[src/hw/ddr3_init_pkg.sv]
// constants, types and helpers shared by the ddr3 power-up controller
package ddr3_init_pkg;

  // ------------------------
  // clocking and timing
  // ------------------------
  localparam int CLK_PS      = 5000;   // core_clk period
  localparam int TCK_CYC     = 2;      // core cycles per memory clock
  localparam int RST_COLD_US = 200;
  localparam int RST_WARM_NS = 100;
  localparam int CKE_LOW_NS  = 10;
  localparam int CKE_WAIT_US = 500;
  localparam int TXS_NS      = 170;
  localparam int TXPR_TCK    = 5;
  localparam int TMRD_TCK    = 4;
  localparam int TMOD_TCK    = 12;
  localparam int TDLLK_TCK   = 512;
  localparam int TZQINIT_TCK = 512;

  function automatic int cyc_ps(input int ps);
    return (ps + CLK_PS - 1) / CLK_PS;
  endfunction : cyc_ps

  function automatic int imax(input int a, input int b);
    return (a > b) ? a : b;
  endfunction : imax

  localparam int RST_COLD_CYC = cyc_ps(RST_COLD_US * 1000000);
  localparam int RST_WARM_CYC = cyc_ps(RST_WARM_NS * 1000);
  localparam int CKE_LOW_CYC  = cyc_ps(CKE_LOW_NS * 1000);
  localparam int CKE_WAIT_CYC = cyc_ps(CKE_WAIT_US * 1000000);
  localparam int TXPR_CYC     = imax(cyc_ps(TXS_NS * 1000), TXPR_TCK * TCK_CYC);
  localparam int TMRD_CYC     = TMRD_TCK * TCK_CYC;
  localparam int TMOD_CYC     = TMOD_TCK * TCK_CYC;
  localparam int CAL_CYC      = imax(TDLLK_TCK, TZQINIT_TCK) * TCK_CYC;

  // ------------------------
  // register map and fields
  // ------------------------
  localparam logic [7:0] OFS_CTRL   = 8'h00;
  localparam logic [7:0] OFS_STATUS = 8'h04;
  localparam logic [7:0] OFS_MR0    = 8'h08;
  localparam logic [7:0] OFS_MR1    = 8'h0C;
  localparam logic [7:0] OFS_MR2    = 8'h10;
  localparam logic [7:0] OFS_MR3    = 8'h14;
  localparam logic [7:0] OFS_CMD    = 8'h18;
  localparam int CTRL_GO      = 0;
  localparam int CTRL_WARM    = 1;
  localparam int CTRL_ODT     = 2;
  localparam int ST_READY     = 0;
  localparam int ST_BUSY      = 1;
  localparam int ST_PEND      = 2;
  localparam int ST_REFUSED   = 3;
  localparam int ST_STATE_LSB = 8;
  localparam int CMD_BA_LSB   = 16;
  localparam int CMD_OP_LSB   = 20;
  localparam logic [13:0] MR_RESET = 14'h0000;

  // ------------------------
  // command encodings
  // ------------------------
  localparam logic [2:0] OP_ACT = 3'h0;
  localparam logic [2:0] OP_RD  = 3'h1;
  localparam logic [2:0] OP_WR  = 3'h2;
  localparam logic [2:0] OP_PRE = 3'h3;
  localparam logic [2:0] OP_MRS = 3'h4;
  // ras_n, cas_n, we_n
  localparam logic [2:0] RCW_NOP = 3'h7;
  localparam logic [2:0] RCW_MRS = 3'h0;
  localparam logic [2:0] RCW_ACT = 3'h3;
  localparam logic [2:0] RCW_RD  = 3'h5;
  localparam logic [2:0] RCW_WR  = 3'h4;
  localparam logic [2:0] RCW_PRE = 3'h2;
  localparam logic [2:0] RCW_ZQ  = 3'h6;
  localparam logic [2:0] BA_MR0 = 3'h0;
  localparam logic [2:0] BA_MR1 = 3'h1;
  localparam logic [2:0] BA_MR2 = 3'h2;
  localparam logic [2:0] BA_MR3 = 3'h3;
  localparam int MR0_DLL_RST = 8;
  localparam int MR1_DLL_DIS = 0;
  localparam logic [1:0] BL_OTF = 2'h1;
  localparam int AP_BIT = 10;
  localparam int BC_BIT = 12;

  typedef struct packed {
    logic        cs_n;
    logic        ras_n;
    logic        cas_n;
    logic        we_n;
    logic [2:0]  ba;
    logic [13:0] addr;
  } ddr_cmd_type;

  typedef struct packed {
    logic        psel;
    logic        penable;
    logic        pwrite;
    logic [31:0] paddr;
    logic [31:0] pwdata;
  } apb_req_type;

  localparam ddr_cmd_type CMD_DESEL = '{1'b1, 1'b1, 1'b1, 1'b1, 3'h0, 14'h0000};

  function automatic ddr_cmd_type mk_cmd(input logic [2:0] rcw, input logic [2:0] ba,
                                         input logic [13:0] addr);
    return '{1'b0, rcw[2], rcw[1], rcw[0], ba, addr};
  endfunction : mk_cmd

endpackage : ddr3_init_pkg

[src/hw/ddr3_init_ctrl.sv]
// controller that powers up, resets and programs a ddr3 sdram, steered over apb
//
// Overview of operation
// RULE1: device moves one 8n-bit core word per access, two n-bit pin beats per clock.
// RULE2: device bursts eight beats, or four when chopped, from the chosen column.
// RULE3: activate opens bank and row before any read or write to that bank.
// RULE4: read/write address gives column; A10 auto precharge; A12 chop when on-the-fly.
// RULE5: cold reset held low at least 200 us.
// RULE6: clock enable low at least 10 ns before reset release.
// RULE7: wait 500 us after reset release before raising clock enable.
// RULE8: memory clock runs stable at least 10 ns or 5 clocks before clock enable.
// RULE9: a nop is registered before clock enable rises.
// RULE10: clock enable stays high until lock and calibration waits expire.
// RULE11: device keeps termination off during reset and until clock enable high.
// RULE12: termination input static from clock enable high; low if nominal rtt used.
// RULE13: wait reset-exit time, max of tXS and 5 clocks, before first load.
// RULE14: load MR2, MR3, MR1, MR0 in that order, then long zq calibration.
// RULE15: bank bits pick the mode register being loaded.
// RULE16: MR1 loaded with dll enabled, MR0 loaded with dll reset.
// RULE17: only nop or deselect between last load and long zq calibration.
// RULE18: ready only after dll lock and zq initial calibration both elapse.
// RULE19: warm reset held at least 100 ns, then the same sequence repeats.
// RULE20: every mode register is written in full after each reset.
// RULE21: each load drives every field of the target register.
// RULE22: device keeps array contents across loads and dll reset.
// RULE23: consecutive loads are spaced by at least tMRD.
// RULE24: after a load only load, nop or deselect until tMOD elapses.
// RULE25: loads in normal operation only while all banks are precharged.
// RULE26: sequence runs as a state machine with counters derived from the clock period.
//
// Decided for this implementation: the APB interface to the registers and the register addresses.
module ddr3_init_ctrl
  import ddr3_init_pkg::*;
#(
  parameter int RST_COLD_CYCLES = RST_COLD_CYC,
  parameter int CKE_WAIT_CYCLES = CKE_WAIT_CYC,
  parameter int CNT_W           = 17
)(
  input  wire logic        core_clk,
  input  wire logic        reset,
  input  wire apb_req_type apb_req,
  output logic             pready,
  output logic             pslverr,
  output logic [31:0]      prdata,
  output ddr_cmd_type      ddr_cmd,
  output logic             ddr_reset_n,
  output logic             ddr_cke,
  output logic             ddr_ck,
  output logic             ddr_odt
);

  // ------------------------
  // elaboration checks
  // ------------------------
  if (CNT_W > 30 || RST_COLD_CYCLES >= (1 << CNT_W) || CKE_WAIT_CYCLES >= (1 << CNT_W)
      || CAL_CYC >= (1 << CNT_W) || RST_COLD_CYCLES < RST_WARM_CYC)
    $error("wait counts do not fit the counter width");

  typedef enum logic [3:0] {
    S_IDLE, S_RST, S_CKE_LOW, S_XPR, S_MRS, S_MOD, S_CAL, S_READY
  } state_type;

  state_type        state;
  logic [CNT_W-1:0] cnt;
  logic [1:0]       mrs_idx;
  logic [13:0]      mr [4];
  logic             go;
  logic             warm;
  logic             odt_level;
  logic             req_tog;
  logic             ack_tog;
  logic             refuse_evt;
  logic             refused;
  logic [22:0]      cmd_word;
  logic [7:0]       bank_open;
  logic             ready;
  logic             issued;
  logic             slot;
  logic             setup;
  logic [7:0]       ofs;
  logic             pend;

  assign slot  = ddr_ck;   // command changes as ck falls, sampled at next rise
  assign setup = apb_req.psel && !apb_req.penable;
  assign ofs   = apb_req.paddr[7:0];
  assign pend  = req_tog != ack_tog;

  // ------------------------
  // apb slave: zero wait states, read data captured in setup
  // ------------------------
  function automatic logic mapped(input logic [7:0] a);
    return a <= OFS_CMD && a[1:0] == 2'h0;
  endfunction : mapped

  always_ff @(posedge core_clk)
  begin
    if (reset)
    begin
      pready  <= 1'b0;
      pslverr <= 1'b0;
      prdata  <= 32'h00000000;
    end
    else
    begin
      pready <= 1'b1;
      if (setup)
      begin
        pslverr <= !mapped(ofs);
        prdata  <= 32'h00000000;
        unique case (ofs)
          OFS_CTRL:   prdata <= {29'h0, odt_level, warm, 1'b0};
          OFS_STATUS: prdata <= {20'h0, 4'(state), 4'h0, refused, pend || refuse_evt,
                                 !ready && state != S_IDLE, ready};
          OFS_MR0:    prdata <= {18'h0, mr[0]};
          OFS_MR1:    prdata <= {18'h0, mr[1]};
          OFS_MR2:    prdata <= {18'h0, mr[2]};
          OFS_MR3:    prdata <= {18'h0, mr[3]};
          OFS_CMD:    prdata <= {9'h0, cmd_word};
          default:    prdata <= 32'h00000000;
        endcase
      end
    end
  end

  always_ff @(posedge core_clk)
  begin
    if (reset)
    begin
      go        <= 1'b0;
      warm      <= 1'b0;
      odt_level <= 1'b0;
      req_tog   <= 1'b0;
      refused   <= 1'b0;
      cmd_word  <= 23'h000000;
      for (int i = 0; i < 4; i++)
        mr[i] <= MR_RESET;
    end
    else
    begin
      go <= 1'b0;
      // a refusal in the clearing cycle still sets the flag
      if (refuse_evt)
        refused <= 1'b1;
      if (apb_req.psel && apb_req.penable && apb_req.pwrite)
      begin
        unique case (ofs)
          OFS_CTRL:
          begin
            go        <= apb_req.pwdata[CTRL_GO];
            warm      <= apb_req.pwdata[CTRL_WARM];
            odt_level <= apb_req.pwdata[CTRL_ODT];
          end
          OFS_STATUS:
            if (apb_req.pwdata[ST_REFUSED] && !refuse_evt)
              refused <= 1'b0;
          OFS_MR0: mr[0] <= apb_req.pwdata[13:0];
          OFS_MR1: mr[1] <= apb_req.pwdata[13:0];
          OFS_MR2: mr[2] <= apb_req.pwdata[13:0];
          OFS_MR3: mr[3] <= apb_req.pwdata[13:0];
          OFS_CMD:
            if (!pend)
            begin
              cmd_word <= apb_req.pwdata[22:0];
              req_tog  <= !req_tog;
            end
          default: ;
        endcase
      end
    end
  end

  // ------------------------
  // memory clock: free running so it is stable long before cke
  // ------------------------
  always_ff @(posedge core_clk)
  begin
    if (reset)
      ddr_ck <= 1'b0;
    else
      ddr_ck <= !ddr_ck; // RULE8
  end

  // ------------------------
  // load order and forced fields
  // ------------------------
  function automatic logic [2:0] seq_ba(input logic [1:0] i);
    logic [2:0] r;
    r = BA_MR0;
    unique case (i)
      2'h0: r = BA_MR2; // RULE14 RULE15
      2'h1: r = BA_MR3;
      2'h2: r = BA_MR1;
      2'h3: r = BA_MR0;
    endcase
    return r;
  endfunction : seq_ba

  function automatic logic [13:0] seq_val(input logic [2:0] ba, input logic init);
    logic [13:0] v;
    v = mr[ba[1:0]];
    if (init && ba == BA_MR1)
      v[MR1_DLL_DIS] = 1'b0; // RULE16
    if (init && ba == BA_MR0)
      v[MR0_DLL_RST] = 1'b1; // RULE16
    return v;
  endfunction : seq_val

  // ------------------------
  // sequencer
  // ------------------------
  logic [2:0]  u_op;
  logic [2:0]  u_ba;
  logic [13:0] u_addr;
  logic        u_ok;
  assign u_op   = cmd_word[CMD_OP_LSB +: 3];
  assign u_ba   = cmd_word[CMD_BA_LSB +: 3];
  assign u_addr = cmd_word[13:0];

  always_comb
  begin
    unique case (u_op)
      OP_ACT:  u_ok = !bank_open[u_ba];                   // RULE3
      OP_RD,
      OP_WR:   u_ok = bank_open[u_ba];                    // RULE3
      OP_PRE:  u_ok = 1'b1;
      OP_MRS:  u_ok = bank_open == 8'h00 && u_ba[2] == 1'b0; // RULE25
      default: u_ok = 1'b0;
    endcase
  end

  always_ff @(posedge core_clk)
  begin
    if (reset)
    begin
      state       <= S_IDLE;
      cnt         <= '0;
      mrs_idx     <= 2'h0;
      ddr_reset_n <= 1'b0;
      ddr_cke     <= 1'b0;
      ddr_odt     <= 1'b0;
      ddr_cmd     <= CMD_DESEL;
      ready       <= 1'b0;
      issued      <= 1'b0;
      ack_tog     <= 1'b0;
      refuse_evt  <= 1'b0;
      bank_open   <= 8'h00;
    end
    else
    begin
      issued     <= 1'b0;
      refuse_evt <= 1'b0;
      if (cnt != '0)
        cnt <= cnt - 1'b1;
      if (slot)
        ddr_cmd <= mk_cmd(RCW_NOP, 3'h0, 14'h0000); // RULE9 RULE17
      if (go)
      begin
        // cke falls with reset, so it is low for the whole hold
        state       <= S_RST;
        ddr_reset_n <= 1'b0;
        ddr_cke     <= 1'b0; // RULE6
        ddr_odt     <= 1'b0;
        ready       <= 1'b0;
        bank_open   <= 8'h00;
        cnt         <= warm ? CNT_W'(RST_WARM_CYC) : CNT_W'(RST_COLD_CYCLES); // RULE5 RULE19
      end
      else
      begin
        unique case (state)
          S_IDLE: ;
          S_RST:
            if (cnt == '0)
            begin
              ddr_reset_n <= 1'b1;
              cnt         <= CNT_W'(CKE_WAIT_CYCLES); // RULE7
              state       <= S_CKE_LOW;
            end
          S_CKE_LOW:
            if (cnt == '0 && slot)
            begin
              ddr_cke <= 1'b1; // RULE26
              // rtt nominal on in MR1 forces a low, static odt
              ddr_odt <= odt_level && mr[1][2] == 1'b0 && mr[1][6] == 1'b0
                         && mr[1][9] == 1'b0; // RULE12
              cnt     <= CNT_W'(TXPR_CYC); // RULE13
              mrs_idx <= 2'h0;
              state   <= S_XPR;
            end
          S_XPR,
          S_MRS:
            if (cnt == '0 && slot)
            begin
              // all four loads every time, each with the full value
              ddr_cmd <= mk_cmd(RCW_MRS, seq_ba(mrs_idx),
                                seq_val(seq_ba(mrs_idx), 1'b1)); // RULE20 RULE21
              issued  <= 1'b1;
              mrs_idx <= mrs_idx + 2'h1;
              cnt     <= (mrs_idx == 2'h3) ? CNT_W'(TMOD_CYC) : CNT_W'(TMRD_CYC); // RULE23
              state   <= (mrs_idx == 2'h3) ? S_MOD : S_MRS;
            end
          S_MOD:
            if (cnt == '0 && slot)
            begin
              ddr_cmd <= mk_cmd(RCW_ZQ, 3'h0, 14'h0400); // RULE14 RULE24
              issued  <= 1'b1;
              cnt     <= CNT_W'(CAL_CYC);
              state   <= S_CAL;
            end
          S_CAL:
            if (cnt == '0)
            begin
              ready <= 1'b1; // RULE18
              state <= S_READY;
            end
          S_READY:
            if (pend && cnt == '0 && slot)
            begin
              ack_tog <= !ack_tog;
              cnt     <= CNT_W'(TCK_CYC);
              if (!u_ok)
                refuse_evt <= 1'b1;
              else
              begin
                issued <= 1'b1;
                unique case (u_op)
                  OP_ACT:
                  begin
                    ddr_cmd <= mk_cmd(RCW_ACT, u_ba, u_addr); // RULE3
                    bank_open[u_ba] <= 1'b1;
                  end
                  OP_RD,
                  OP_WR:
                  begin
                    // A12 only matters with on-the-fly burst length
                    ddr_cmd <= mk_cmd(u_op == OP_RD ? RCW_RD : RCW_WR, u_ba,
                                      {u_addr[13], u_addr[BC_BIT] ||
                                       mr[0][1:0] != BL_OTF, u_addr[11:0]}); // RULE4
                    if (u_addr[AP_BIT])
                      bank_open[u_ba] <= 1'b0; // RULE4
                  end
                  OP_PRE:
                  begin
                    ddr_cmd <= mk_cmd(RCW_PRE, u_ba, u_addr);
                    if (u_addr[AP_BIT])
                      bank_open <= 8'h00;
                    else
                      bank_open[u_ba] <= 1'b0;
                  end
                  default:
                  begin
                    ddr_cmd <= mk_cmd(RCW_MRS, u_ba, u_addr);
                    cnt     <= CNT_W'(TMOD_CYC); // RULE24
                  end
                endcase
              end
            end
        endcase
      end
    end
  end

  // ------------------------
  // checks
  // ------------------------
  logic [CNT_W-1:0] low_cnt;
  logic [CNT_W-1:0] since_rel;
  logic [CNT_W-1:0] since_cke_low;
  logic [CNT_W-1:0] since_mrs;
  logic [CNT_W-1:0] since_zq;
  logic             is_mrs;
  logic             init_run;
  assign is_mrs   = issued && ddr_cmd.ras_n == 1'b0 && ddr_cmd.cas_n == 1'b0;
  assign init_run = state == S_MRS || state == S_MOD || state == S_CAL;

  function automatic logic [CNT_W-1:0] sat(input logic [CNT_W-1:0] c, input logic clr);
    return clr ? '0 : (&c ? c : c + 1'b1);
  endfunction : sat

  always_ff @(posedge core_clk)
  begin
    if (reset)
    begin
      low_cnt       <= '0;
      since_rel     <= '0;
      since_cke_low <= '0;
      since_mrs     <= '1;
      since_zq      <= '0;
    end
    else
    begin
      low_cnt       <= sat(low_cnt, ddr_reset_n);
      since_rel     <= sat(since_rel, !ddr_reset_n);
      since_cke_low <= sat(since_cke_low, ddr_cke);
      since_mrs     <= sat(since_mrs, is_mrs);
      since_zq      <= sat(since_zq, issued && state == S_CAL);
    end
  end
endmodule : ddr3_init_ctrl

[config.mk]
export PLATFORM = sky130hd
export DESIGN_NAME = ddr3_init_ctrl
export DESIGN_NICKNAME = d
export VERILOG_FILES = /design/src/hw/ddr3_init_pkg.sv /design/src/hw/ddr3_init_ctrl.sv
export SDC_FILE = /design/constraint.sdc
export NUM_CORES = 1
export LEC_CHECK = 0
export BUFFER_PORTS_ARGS = -buffer_cell sky130_fd_sc_hd__buf_2
export CAP_MARGIN = 20
export CORE_ASPECT_RATIO = 0.9
export CORE_UTILIZATION = 40
export DETAILED_ROUTE_END_ITERATION = 6
export GPL_TIMING_DRIVEN = 0
export PLACE_DENSITY = 0.71
export SLEW_MARGIN = 20
export SYNTH_ARGS = -nofsm -noshare
export SYNTH_HDL_FRONTEND = slang
export SYNTH_SLANG_ARGS = --single-unit
[constraint.sdc]
create_clock -name core_clk -period 3.7 [get_ports core_clk]
set_input_delay 0.925 -clock core_clk [delete_from_list [all_inputs] [get_ports core_clk]]
set_output_delay 0.925 -clock core_clk [all_outputs]
set_load 0.03 [all_outputs]
* Word-level counts from Yosys, hierarchy flattened
Memories as Yosys holds them, arrays and structs flattened.
Cells that the tools add are included.
** Cells by class
- Add/sub/neg operators :: 2
- $lt $le $gt $ge :: 3
- Equal/unequal tests :: 34
- Multiplexer cells :: 76
- Bitwise operators :: 17
- Reduce and logical (&&, ||, !) cells :: 53
** Operators with widths (count)
- 23-bit one-hot mux with 7 select lines :: 1
- 21-bit 2-to-1 mux :: 6
- 17-bit 2-to-1 mux :: 7
- 17-bit one-hot mux with 5 select lines :: 1
- 21-bit one-hot mux with 3 select lines :: 1
- 20-bit one-hot mux with 3 select lines :: 1
- 14-bit 2-to-1 mux :: 4
- 1-bit 2-to-1 mux :: 31
- 8-bit by 5-bit == test with 1-bit output (second input constant) :: 3
- 8-bit one-hot mux with 3 select lines :: 1
- 4-bit 2-to-1 mux :: 5
- 4-bit one-hot mux with 5 select lines :: 1
- 17-bit zero test :: 1
- 17-bit nonzero test :: 1
- 17-bit by 1-bit subtractor with 17-bit output (second input constant) :: 1
- 4-bit by 3-bit == test with 1-bit output (second input constant) :: 4
- 8-bit by 4-bit == test with 1-bit output (second input constant) :: 2
- 8-bit zero test :: 2
- 16-bit 2-to-1 mux :: 1
- 8-bit 2-to-1 mux :: 2
- 5-bit 2-to-1 mux :: 3
- 3-bit != test (second input constant) :: 5
- 1-bit logical AND :: 14
- 3-bit 2-to-1 mux :: 4
- 43 further kinds :: 83
** Storage, ports and cells
- Flip-flop bits (word level) :: 121
- Memory bits (writable) :: 56
- Input port bits :: 69
- Output and inout port bits :: 59
- Word-level logic and storage cells :: 213
- Memories kept :: 1
** Memory list
- mr :: words 4, width 14, read ports 5, clocked after Yosys merged registers in 0, wr ports 4, line ddr3_init_ctrl.sv:66 : logic [13:0] mr [4];

* Depth between registers and ports, before layout
Gate-level depths: netlist of the first run.
- Depth in word-level cells :: 11
- Gate-level depth with buffers :: 10
- Mapped depth without buffers :: 10

* Least setup slack after synthesis of the first run
No wires, ideal clock.
- Kind :: input-to-reg
- Start point :: input apb_req[33] in the netlist's numbering
- End point :: memory mr[0][0] (enable)
- Data arrival time :: 3150 ps
- Slack :: 145 ps
- Stages on the path :: 4
- Path buffers :: 0
- Path through :: or4_1 nor3_1 nand3b_1 o21ai_0
** RTL lines
- start, declared :: line ddr3_init_ctrl.sv:41 : input wire apb_req_type apb_req,
- end, declared :: line ddr3_init_ctrl.sv:66

* Worst setup path after layout of the first run
- Start point :: input apb_req[33] in the netlist's numbering
- End point :: register prdata[4]
** Between the ends
- Word-level cells in the longest chain between the ends :: 2
- Elaborated cells between the ends (all ways) :: 8
** RTL lines
- 8-bit by 5-bit == test with 1-bit output, or another cell as far along :: line ddr3_init_ctrl.sv:110 : unique case (ofs)
- 23-bit one-hot mux with 7 select lines (*) :: line ddr3_init_ctrl.sv:110
- end signal, assigned :: line ddr3_init_ctrl.sv:111 : OFS_CTRL: prdata <= {29'h0, odt_level, warm, 1'b0};
- end signal, assigned :: line ddr3_init_ctrl.sv:112 : OFS_STATUS: prdata <= {20'h0, 4'(state), 4'h0, refused, pend || refuse_evt,
- end signal, assigned :: line ddr3_init_ctrl.sv:114 : OFS_MR0: prdata <= {18'h0, mr[0]};
- end, declared :: line ddr3_init_ctrl.sv:44 : output logic [31:0] prdata,
Mark *: on every way between the ends. The rest lies on a longest branch, timed or not.
A chain may end at the register's enable or synchronous reset.

==> results.py, run 1 <==
metrics = {
    "floorplan": {
        "placementRows": 49,
        "die_area_sq_um": 21400,
        "core_area_sq_um": 20200,
        "start_util_pct": 41.2,
        "die_y_microns": 139,
        "die_w_microns": 154,
        "io_pins": 128,
    },
    "clock_network": {
        "ctsResizeCount": 0,
        "cts_root_buf": "clkbuf_16",
        "cts_hold_buf": 0,
        "htreeDepth": 4,
        "clk_pin_slew_ns": 0.07,
        "numCtsBuffers": 17,
        "insertion_delay_ns": 0.45,
        "post_cts.repair.setup_buffers": 0,
        "cts.sinks": 167,
        "clockBufferDepth": 2,
        "cts_tree": "done",
    },
    "synthesis": {
        "yosys.area.top_type_share_pct": 26.6,
        "synth_area_sq_um": 8340,
        "yosysWarningCount": 0,
        "yosysTopAreaCell": "dfxtp_1",
        "synth-async-reset-ratio_pct": 0,
        "yosys_most_used_dff": "dfxtp_1",
        "syn_inst": 898,
        "synth_area_leaders": "dfxtp_1 27%, edfxtp_1 20%, nand2_1 4.9%, a21oi_1 4.7%, and2_1 4.0%",
        "seq_area_frac_synth_pct": 46.8,
        "ys_types": 65,
        "ys_ff_latch": 167,
        "synth_edf_count": 56,
        "syn_area_per_cell_sq_um": 9.29,
    },
    "setup_path": {
        "crit_buf_inv": 3,
        "arrival_ns": 3.79,
        "slowest_stage": "or4_1",
        "crit_required_ns": 4.06,
        "crit_type": "input pin to flop",
        "end_kind": "flop",
        "cp_top_family": "simple AND/OR/NAND/NOR gates",
        "crit_path_max_incr_delay_ns": 0.60,
        "r2r_slack_ns": 0.47,
        "path_cells": "buf_2 -> or4_1 -> or2_2 -> clkbuf_1 -> a2111o_1 -> nor2_1 -> clkbuf_1 -> a22oi_1 -> o21ai_0",
        "crit_top_cell": "clkbuf_1",
        "startpoint_type": "input pin",
        "path_max_fanout": 10,
    },
    "global_routing": {
        "met2_usage_pct": 36.7,
        "grt.busiest_layer": "met2",
        "grt_max_degree": 19,
        "grt_pass1_vias": 7001,
        "grt_overflow": 0,
        "grtUsageMet1_pct": 34.3,
        "grt_use_total_pct": 24.5,
        "antenna_found_initial": 0,
        "grt_pass1_wl_microns": 39800,
        "grtUsageMet3_pct": 5.78,
    },
    "power_and_ir_drop": {
        "p_per_area_nw_per_um2": 499,
        "ir_worst_vdd_v": 0.000296,
        "p_leak_nw": 3.51,
        "p_total_mw": 4.87,
    },
    "placement": {
        "dp_cells": 1247,
        "gp_congestion": 0.940,
        "place_hpwl_microns": 18800,
        "pre_cts_ws_ns": -0.135,
        "port_buffers": 83,
        "dpl-instance-area_sq_um": 9160,
    },
    "layout": {
        "final_cell_mix": "111 x dfxtp_1, 110 x nand2_1, 86 x buf_2",
        "synthToLayoutAreaGrowth_pct": 16.9,
        "final_common_cell": "dfxtp_1",
        "n_fill_cell": 1930,
        "drive_above_1_share_pct": 16.9,
        "fin_nets": 1087,
        "regArea_sq_um": 3900,
        "final_cells": 1279,
        "antenna_cells": 0,
        "design_area_sq_um": 9750,
        "multiInputGateArea_sq_um": 4110,
        "final_util_pct": 48.2,
    },
    "detailed_routing": {
        "avgRoutedWirePerCell_microns": 20.6,
        "viasPerCell": 6.00,
        "ant_nets": 0,
        "drt_iter0_drc": 1013,
        "wl_microns": 26400,
        "drtPass1Iterations": 7,
        "vias": 7674,
        "drc": 0,
    },
    "outcome": {
        "status": "finished clean",
    },
    "timing": {
        "tightest_slew_ns": 1.20,
        "slew_viol_final": 0,
        "period_share_pct": 92.5,
        "fin_tns_setup_ns": 0,
        "finalSetupViolCount": 0,
        "rsz0062_at_grt": "no",
        "holdWs_ns": 0.460,
        "layout_setup_ws_ns": 0.279,
        "relSlewSlack_pct": 18.6,
        "fin_skew_ns": 0.0153,
        "layout_min_cycle_time_ns": 3.42,
        "max_freq_mhz": 292,
        "hold_violations": 0,
    },
    "hold_path": {
        "hold_path_class": "flop to flop",
    },
    "job": {
        "max_cap_viol_count": 0,
    },
}
-- power by group --
| group | internal (mW) | leakage (nW) | switching, mW | total (mW) |
|---|---|---|---|---|
| clock network | 0.901 | 0.281 | 0.857 | 1.76 |
| registers | 2.01 | 1.43 | 0.120 | 2.13 |
| logic | 0.361 | 1.80 | 0.617 | 0.978 |
-- final timing paths --
path / cells past startpoint / startpoint / endpoint
setup reg to reg: 7 / mrs_idx[0]$_SDFFE_PP0P_ / ddr_cmd[12]$_SDFF_PP0_
hold reg to reg: 2 / cmd_word[14]$_SDFFE_PP0P_ / cmd_word[14]$_SDFFE_PP0P_
hold / removal: 2 / cmd_word[14]$_SDFFE_PP0P_ / cmd_word[14]$_SDFFE_PP0P_
setup / recovery: 9 / apb_req[33] / prdata[4]$_SDFFE_PP0P_
-- registers in the layout, summed over array words and instances (netlist names), 2 cells and up --
register,count
prdata,23
cnt,17
mr,56
cmd_word,23
ddr_cmd,21
state,3
bank_open,8
mrs_idx,2
-- kinds of logic (layout without fill, tap and decap cells) --
group / after synthesis / after routing / share of synthesized area, %
xor+xnor: 13 / 13 / 1.36
mux: 37 / 37 / 7.17
other cells: 1 / 9 / 0.0450
compound gates: 236 / 236 / 17.9
flops: 167 / 167 / 46.8
fa+ha+maj: 7 / 7 / 1.05
simple gates: 350 / 350 / 21.2
buf+inv: 87 / 205 / 4.50
-- cell usage after synthesis (all sizes together), types with 3 or more instances --
master   number
a211oi        8
a21o          7
a21oi        78
a221oi        5
a22oi        36
a311oi        3
a31oi        15
a32oi         3
and2         54
and3          7
buf          25
clkbuf       43
dfxtp       111
edfxtp       56
ha            7
inv          18
mux2          3
mux2i        17
mux4         17
nand2       110
nand2b        8
nand3        30
nand3b        3
nand4         4
nor2         60
nor2b         5
nor3         30
nor3b         4
nor4         14
nor4b         4
o211ai        6
o21ai        48
o221a         3
o2bb2ai       4
o31ai         4
or2           5
or4           6
xnor2        11
-- final cells by class --
cell class | count | area share (%)
well taps | 255 | 3.27
clock inverters | 14 | 1.55
plain buffers | 68 | 3.12
inverters | 19 | 0.732
clock buffers | 18 | 4.40
repair buffers | 86 | 4.72
flip-flops and latches | 167 | 40.0
multi-input cells | 652 | 42.2
-- routing by layer --
layer / wire length, microns / up-vias
met5: 0 / -
met4: 779 / 0
met3: 2750 / 67
met2: 11600 / 465
met1: 11300 / 3630
li1: - / 3512
-- worst min-delay path, stage by stage, from the launching register on --
cell and delay [ns]:
dfxtp_1 0.31, nand2_1 0.05, a21oi_1 0.05
(Power assumes the default switching activity.)
==> run 2: changes to the inputs <==
- CORE_UTILIZATION: 40 -> 52
- PLACE_DENSITY: 0.71 -> 0.86
==> results.py, run 2 (same netlist as run 1, synthesis figures left out) <==
metrics = {
    "floorplan": {
        "die_area_sq_um": 16600,
        "placementRows": 43,
        "core_area_sq_um": 15500,
        "io_pins": 128,
        "die_y_microns": 122,
        "start_util_pct": 53.6,
        "die_w_microns": 136,
    },
    "setup_path": {
        "path_cells": "buf_2 -> or4_1 -> nor3_1 -> nand3b_1 -> nor3_1 -> clkbuf_1 -> and2_1",
        "arrival_ns": 3.81,
        "crit_path_max_incr_delay_ns": 0.66,
        "crit_buf_inv": 2,
        "crit_top_cell": "nor3_1",
        "startpoint_type": "input pin",
        "cp_top_family": "simple AND/OR/NAND/NOR gates",
        "crit_type": "input pin to flop",
        "path_max_fanout": 10,
        "slowest_stage": "nor3_1",
        "crit_required_ns": 3.99,
        "end_kind": "flop",
    },
    "global_routing": {
        "grt_max_degree": 17,
        "grt_pass1_wl_microns": 40000,
        "antenna_found_initial": 0,
        "grt_pass1_vias": 7295,
        "grt_overflow": 0,
        "grt_use_total_pct": 32.4,
    },
    "layout": {
        "antenna_cells": 0,
        "fin_nets": 1087,
        "multiInputGateArea_sq_um": 4120,
        "largest_reg_flops": 56,
        "drive_above_1_share_pct": 16.3,
        "final_util_pct": 62.1,
        "final_common_cell": "dfxtp_1",
        "regMostFlops": "mr",
        "top_regs": "mr (56), cmd_word (23), prdata (23)",
        "n_fill_cell": 1267,
        "regArea_sq_um": 3900,
        "synthToLayoutAreaGrowth_pct": 15.7,
        "final_cell_mix": "111 x dfxtp_1, 110 x nand2_1, 86 x buf_2",
    },
    "power_and_ir_drop": {
        "clkPwrFrac_pct": 34.7,
        "ir_worst_vdd_v": 0.000330,
        "p_comb_share_pct": 20.6,
        "p_leak_nw": 3.49,
        "p_per_area_nw_per_um2": 494,
        "netSwitchingFraction_pct": 30.6,
        "p_switching_mw": 1.46,
        "seq_power_share_pct": 44.7,
        "cellInternalPower_mw": 3.31,
    },
    "clock_network": {
        "clk_pin_slew_ns": 0.06,
        "ctsResizeCount": 0,
        "cts_root_buf": "clkbuf_16",
        "numCtsBuffers": 17,
        "post_cts.repair.setup_buffers": 0,
        "htreeDepth": 4,
        "clockBufferDepth": 2,
        "cts_tree": "done",
        "cts.sinks": 167,
        "insertion_delay_ns": 0.43,
        "cts_hold_buf": 0,
    },
    "job": {
        "max_cap_viol_count": 0,
    },
    "placement": {
        "port_buffers": 83,
        "gp_congestion": 0.964,
        "place_hpwl_microns": 18000,
    },
    "detailed_routing": {
        "drtPass1Iterations": 7,
        "avgRoutedWirePerCell_microns": 21.2,
        "wl_met1_microns": 9860,
        "dr_wl_met3_microns": 3590,
        "met2_length_microns": 11400,
        "ant_nets": 0,
        "drc": 11,
        "drt_iter0_drc": 1264,
        "vias": 7923,
        "top_layer": "met4",
        "viasPerCell": 6.46,
        "wl_microns": 26000,
    },
    "timing": {
        "tightest_slew_ns": 1.04,
        "fin_skew_ns": 0.00964,
        "slew_viol_final": 0,
        "holdWs_ns": 0.459,
        "layout_min_cycle_time_ns": 3.52,
        "max_freq_mhz": 284,
        "fin_tns_setup_ns": 0,
        "relSlewSlack_pct": 30.5,
        "period_share_pct": 95.1,
        "finalSetupViolCount": 0,
        "rsz0062_at_grt": "no",
        "hold_violations": 0,
    },
    "outcome": {
        "violations": "DRC",
        "status": "finished, violations left",
    },
    "hold_path": {
        "hold_path_class": "flop to flop",
    },
}
## run 2: through the flow
stage	worst slack, ns	cell area [sq um]	total power [mW]	instances
floorplan	0.145	8370	2.85	906
CTS	0.264	9640	4.73	1226
detailed placement	-0.166	9100	3.10	1194
global placement	-1.23	9040	3.08	1191
finish	0.180	9650	4.77	1226
global route	0.0464	9650	4.96	1226
## run 2: worst paths after layout
kind | slack, ns | end | cells after the start | startpoint
hold reg to reg | 0.46 | cmd_word[19]$_SDFFE_PP0P_ | 2 | cmd_word[19]$_SDFFE_PP0P_
hold / removal | 0.46 | cmd_word[19]$_SDFFE_PP0P_ | 2 | cmd_word[19]$_SDFFE_PP0P_
setup reg to reg | 0.29 | cnt[7]$_SDFF_PP0_ | 9 | cnt[0]$_SDFF_PP0_
setup / recovery | 0.18 | mr[0][4]$_SDFFCE_PN0P_ | 7 | apb_req[33]
## run 2: worst register-to-register path, delay by kind of cell (launching register included)
kind / cells / cell delay [ns]
buf+inv: 2 / 0.59
fa+ha+maj: 1 / 0.18
simple gates: 4 / 1.83
compound gates: 2 / 0.41
flops: 1 / 0.33
## run 2: layout make-up
| cell class | count | share of cell area (%) |
|---|---|---|
| multi-input cells | 652 | 42.7 |
| flip-flops and latches | 167 | 40.4 |
| clock buffers | 24 | 5.12 |
| repair buffers | 86 | 4.77 |
| plain buffers | 68 | 3.15 |
| well taps | 202 | 2.62 |
| inverters | 19 | 0.739 |
| clock inverters | 8 | 0.506 |
## run 2: metal layers
layer  track usage (%)  vias to the layer above
met2              46.8                      624
met5                 0                        -
li1                  -                     3502
met1              43.7                     3676
met4              15.8                        0
met3              10.4                      121
## run 2: power groups by stage
stage	clock, mW	sequential, mW	combinational, mW
after floorplan	0	2.14	0.709
after global placement	0	2.16	0.920
after detailed placement	0	2.16	0.941
after CTS	1.65	2.13	0.950
after global routing	1.75	2.15	1.07
final	1.65	2.13	0.983
==> run 3: changes to the inputs <==
- ABC_AREA: default -> 1
==> results.py, run 3 <==
metrics = {
    "outcome": {
        "status": "finished, violations left",
        "violations": "DRC",
    },
    "global_routing": {
        "grt_overflow": 0,
        "grt_pass1_vias": 7909,
        "grt_pass1_wl_microns": 42400,
        "grt_max_degree": 20,
        "grt_use_total_pct": 31.7,
        "antenna_found_initial": 1,
    },
    "detailed_routing": {
        "avgRoutedWirePerCell_microns": 18.1,
        "dr_wl_met3_microns": 2610,
        "met2_length_microns": 12000,
        "wl_microns": 26700,
        "wl_met1_microns": 11100,
        "top_layer": "met4",
        "drt_iter0_drc": 1232,
        "vias": 8511,
        "ant_nets": 0,
        "viasPerCell": 5.75,
        "drtPass1Iterations": 7,
        "drc": 10,
    },
    "timing": {
        "tightest_slew_ns": 0.668,
        "layout_setup_ws_ns": 1.05,
        "hold_violations": 0,
        "fin_skew_ns": 0.0167,
        "layout_min_cycle_time_ns": 2.65,
        "period_share_pct": 71.6,
        "holdWs_ns": 0.457,
        "fin_tns_setup_ns": 0,
        "rsz0062_at_grt": "no",
        "finalSetupViolCount": 0,
        "relSlewSlack_pct": 55.3,
        "slew_viol_final": 0,
        "max_freq_mhz": 378,
    },
    "placement": {
        "place_hpwl_microns": 19900,
        "gp_congestion": 1.02,
        "port_buffers": 85,
        "dp_cells": 1448,
        "dpl-instance-area_sq_um": 9490,
        "pre_cts_ws_ns": 0.600,
    },
    "synthesis": {
        "yosysWarningCount": 0,
        "synth-async-reset-ratio_pct": 0,
        "yosys_most_used_dff": "dfxtp_1",
        "yosys.area.top_type_share_pct": 25.3,
        "synth_area_leaders": "dfxtp_1 25%, edfxtp_1 19%, nand2_1 9.6%, o21ai_0 6.3%, nor2_1 6.0%",
        "syn_inst": 1148,
        "seq_area_frac_synth_pct": 44.5,
        "synth_area_sq_um": 8770,
        "synth_commonest_cells": "225 x nand2_1, 141 x nor2_1, 111 x dfxtp_1, 111 x o21ai_0, 109 x inv_1",
        "syn_area_per_cell_sq_um": 7.64,
        "synth_edf_count": 56,
        "ys_types": 57,
        "synth_most_common_cell": "nand2_1",
        "ys_ff_latch": 167,
        "yosysTopAreaCell": "dfxtp_1",
    },
    "floorplan": {
        "start_util_pct": 53.8,
        "die_area_sq_um": 17400,
        "die_w_microns": 139,
        "core_area_sq_um": 16300,
        "placementRows": 44,
        "io_pins": 128,
        "die_y_microns": 125,
    },
    "setup_path": {
        "r2r_end": "ddr_cmd[7]$_SDFF_PP0_",
        "path_depth": 5,
        "path_max_fanout": 14,
        "cp_top_family": "buffers and inverters",
        "crit_end": "mr[0][9]$_SDFFCE_PN0P_",
        "crit_path_max_incr_delay_ns": 0.53,
        "crit_required_ns": 3.73,
        "end_kind": "flop",
        "critPathLaunch": "reset",
        "r2r_slack_ns": 1.20,
        "path_cells": "buf_2 -> inv_1 -> clkbuf_1 -> buf_1 -> nand2_1",
        "crit_type": "input pin to flop",
        "slowest_stage": "nand2_1",
        "r2r_start": "mrs_idx[0]$_SDFFE_PP0P_",
        "crit_buf_inv": 4,
        "arrival_ns": 2.68,
        "r2r_cells": 11,
        "startpoint_type": "input pin",
    },
    "layout": {
        "regMostFlops": "mr",
        "fin_nets": 1336,
        "n_fill_cell": 1441,
        "synthToLayoutAreaGrowth_pct": 14.9,
        "largest_reg_flops": 56,
        "design_area_sq_um": 10100,
        "final_common_cell": "nand2_1",
        "drive_above_1_share_pct": 17.5,
        "final_cell_mix": "225 x nand2_1, 141 x nor2_1, 111 x o21ai_0, 111 x dfxtp_1, 109 x inv_1",
        "top_regs": "mr (56), cmd_word (23), prdata (23)",
        "antenna_cells": 0,
        "final_cells": 1480,
    },
    "clock_network": {
        "clk_pin_slew_ns": 0.07,
        "cts_root_buf": "clkbuf_16",
        "htreeDepth": 4,
        "cts_tree": "done",
        "insertion_delay_ns": 0.44,
        "cts.sinks": 167,
        "cts_hold_buf": 0,
        "post_cts.repair.setup_buffers": 0,
        "numCtsBuffers": 17,
        "ctsResizeCount": 0,
        "clockBufferDepth": 2,
    },
    "power_and_ir_drop": {
        "p_per_area_nw_per_um2": 541,
        "p_leak_nw": 4.33,
        "ir_worst_vdd_v": 0.000427,
    },
    "hold_path": {
        "hold_path_class": "flop to flop",
    },
    "job": {
        "max_cap_viol_count": 0,
    },
}
## run 3: changes by cell type after synthesis, sizes merged, moves of 36 or more
cell | before | now
inv | 18 | 127
and2 | 54 | 0
a21oi | 78 | 114
o21ai | 48 | 132
nand2 | 110 | 237
nor2 | 60 | 164
## run 3: layout make-up
cell class | count | area [sq um] | share of cell area, %
tap | 207 | 259 | 2.57
timing repair buffer | 85 | 425 | 4.22
buffer | 56 | 293 | 2.90
inverter | 129 | 487 | 4.83
clock inverter | 15 | 171 | 1.70
sequential | 167 | 3900 | 38.7
multi-input combinational | 804 | 4120 | 40.9
clock buffer | 17 | 425 | 4.22
## run 3: kinds of logic after synthesis
| family | synth area share (%) |
|---|---|
| AND/OR/NAND/NOR | 25.9 |
| AO/OA/AOI/OAI | 18.3 |
| buffers and inverters | 8.88 |
| flip-flops | 44.5 |
| XOR/XNOR | 1.40 |
| adder cells (fa/ha/maj) | 0.998 |
| other | 0.0427 |
## run 3: worst min-delay path by stage
stage / startpoint / end / slack, ns / cells after the start
3_3_place_gp: ddr_cmd[20]$_SDFF_PP1_ / ddr_cmd[20]$_SDFF_PP1_ / 0.43 / 2
4_1_cts: cmd_word[15]$_SDFFE_PP0P_ / prdata[15]$_SDFFE_PP0P_ / 0.46 / 2
5_1_grt: ddr_cmd[20]$_SDFF_PP1_ / ddr_cmd[20]$_SDFF_PP1_ / 0.48 / 2
2_1_floorplan: cmd_word[14]$_SDFFE_PP0P_ / prdata[14]$_SDFFE_PP0P_ / 0.44 / 2
3_5_place_dp: ddr_cmd[20]$_SDFF_PP1_ / ddr_cmd[20]$_SDFF_PP1_ / 0.45 / 2
6_report: ddr_cmd[20]$_SDFF_PP1_ / ddr_cmd[20]$_SDFF_PP1_ / 0.46 / 2
## run 3: metal layers
layer	vias up	track usage, %
met5	-	0
met4	0	13.9
met3	83	7.77
met2	496	49.8
met1	3908	41.6
li1	4024	-
## run 3: tightest hold or removal path: stages (launching register included)
cell and delay [ns]:
dfxtp_1 0.31, nand2_1 0.06, nand2_1 0.04
## run 3: where the power goes
group	switching, mW	internal, mW
combinational	1.02	0.490
sequential	0.127	2.04
clock	0.874	0.911
## run 3: per-stage QoR
| stage | util [%] | total power, mW |
|---|---|---|
| final | 61.9 | 5.46 |
| after CTS | 61.9 | 5.44 |
| after global routing | 61.9 | 5.73 |
| after floorplan | - | 3.32 |
| after global placement | 58.2 | 3.64 |
| after detailed placement | 58.2 | 3.67 |
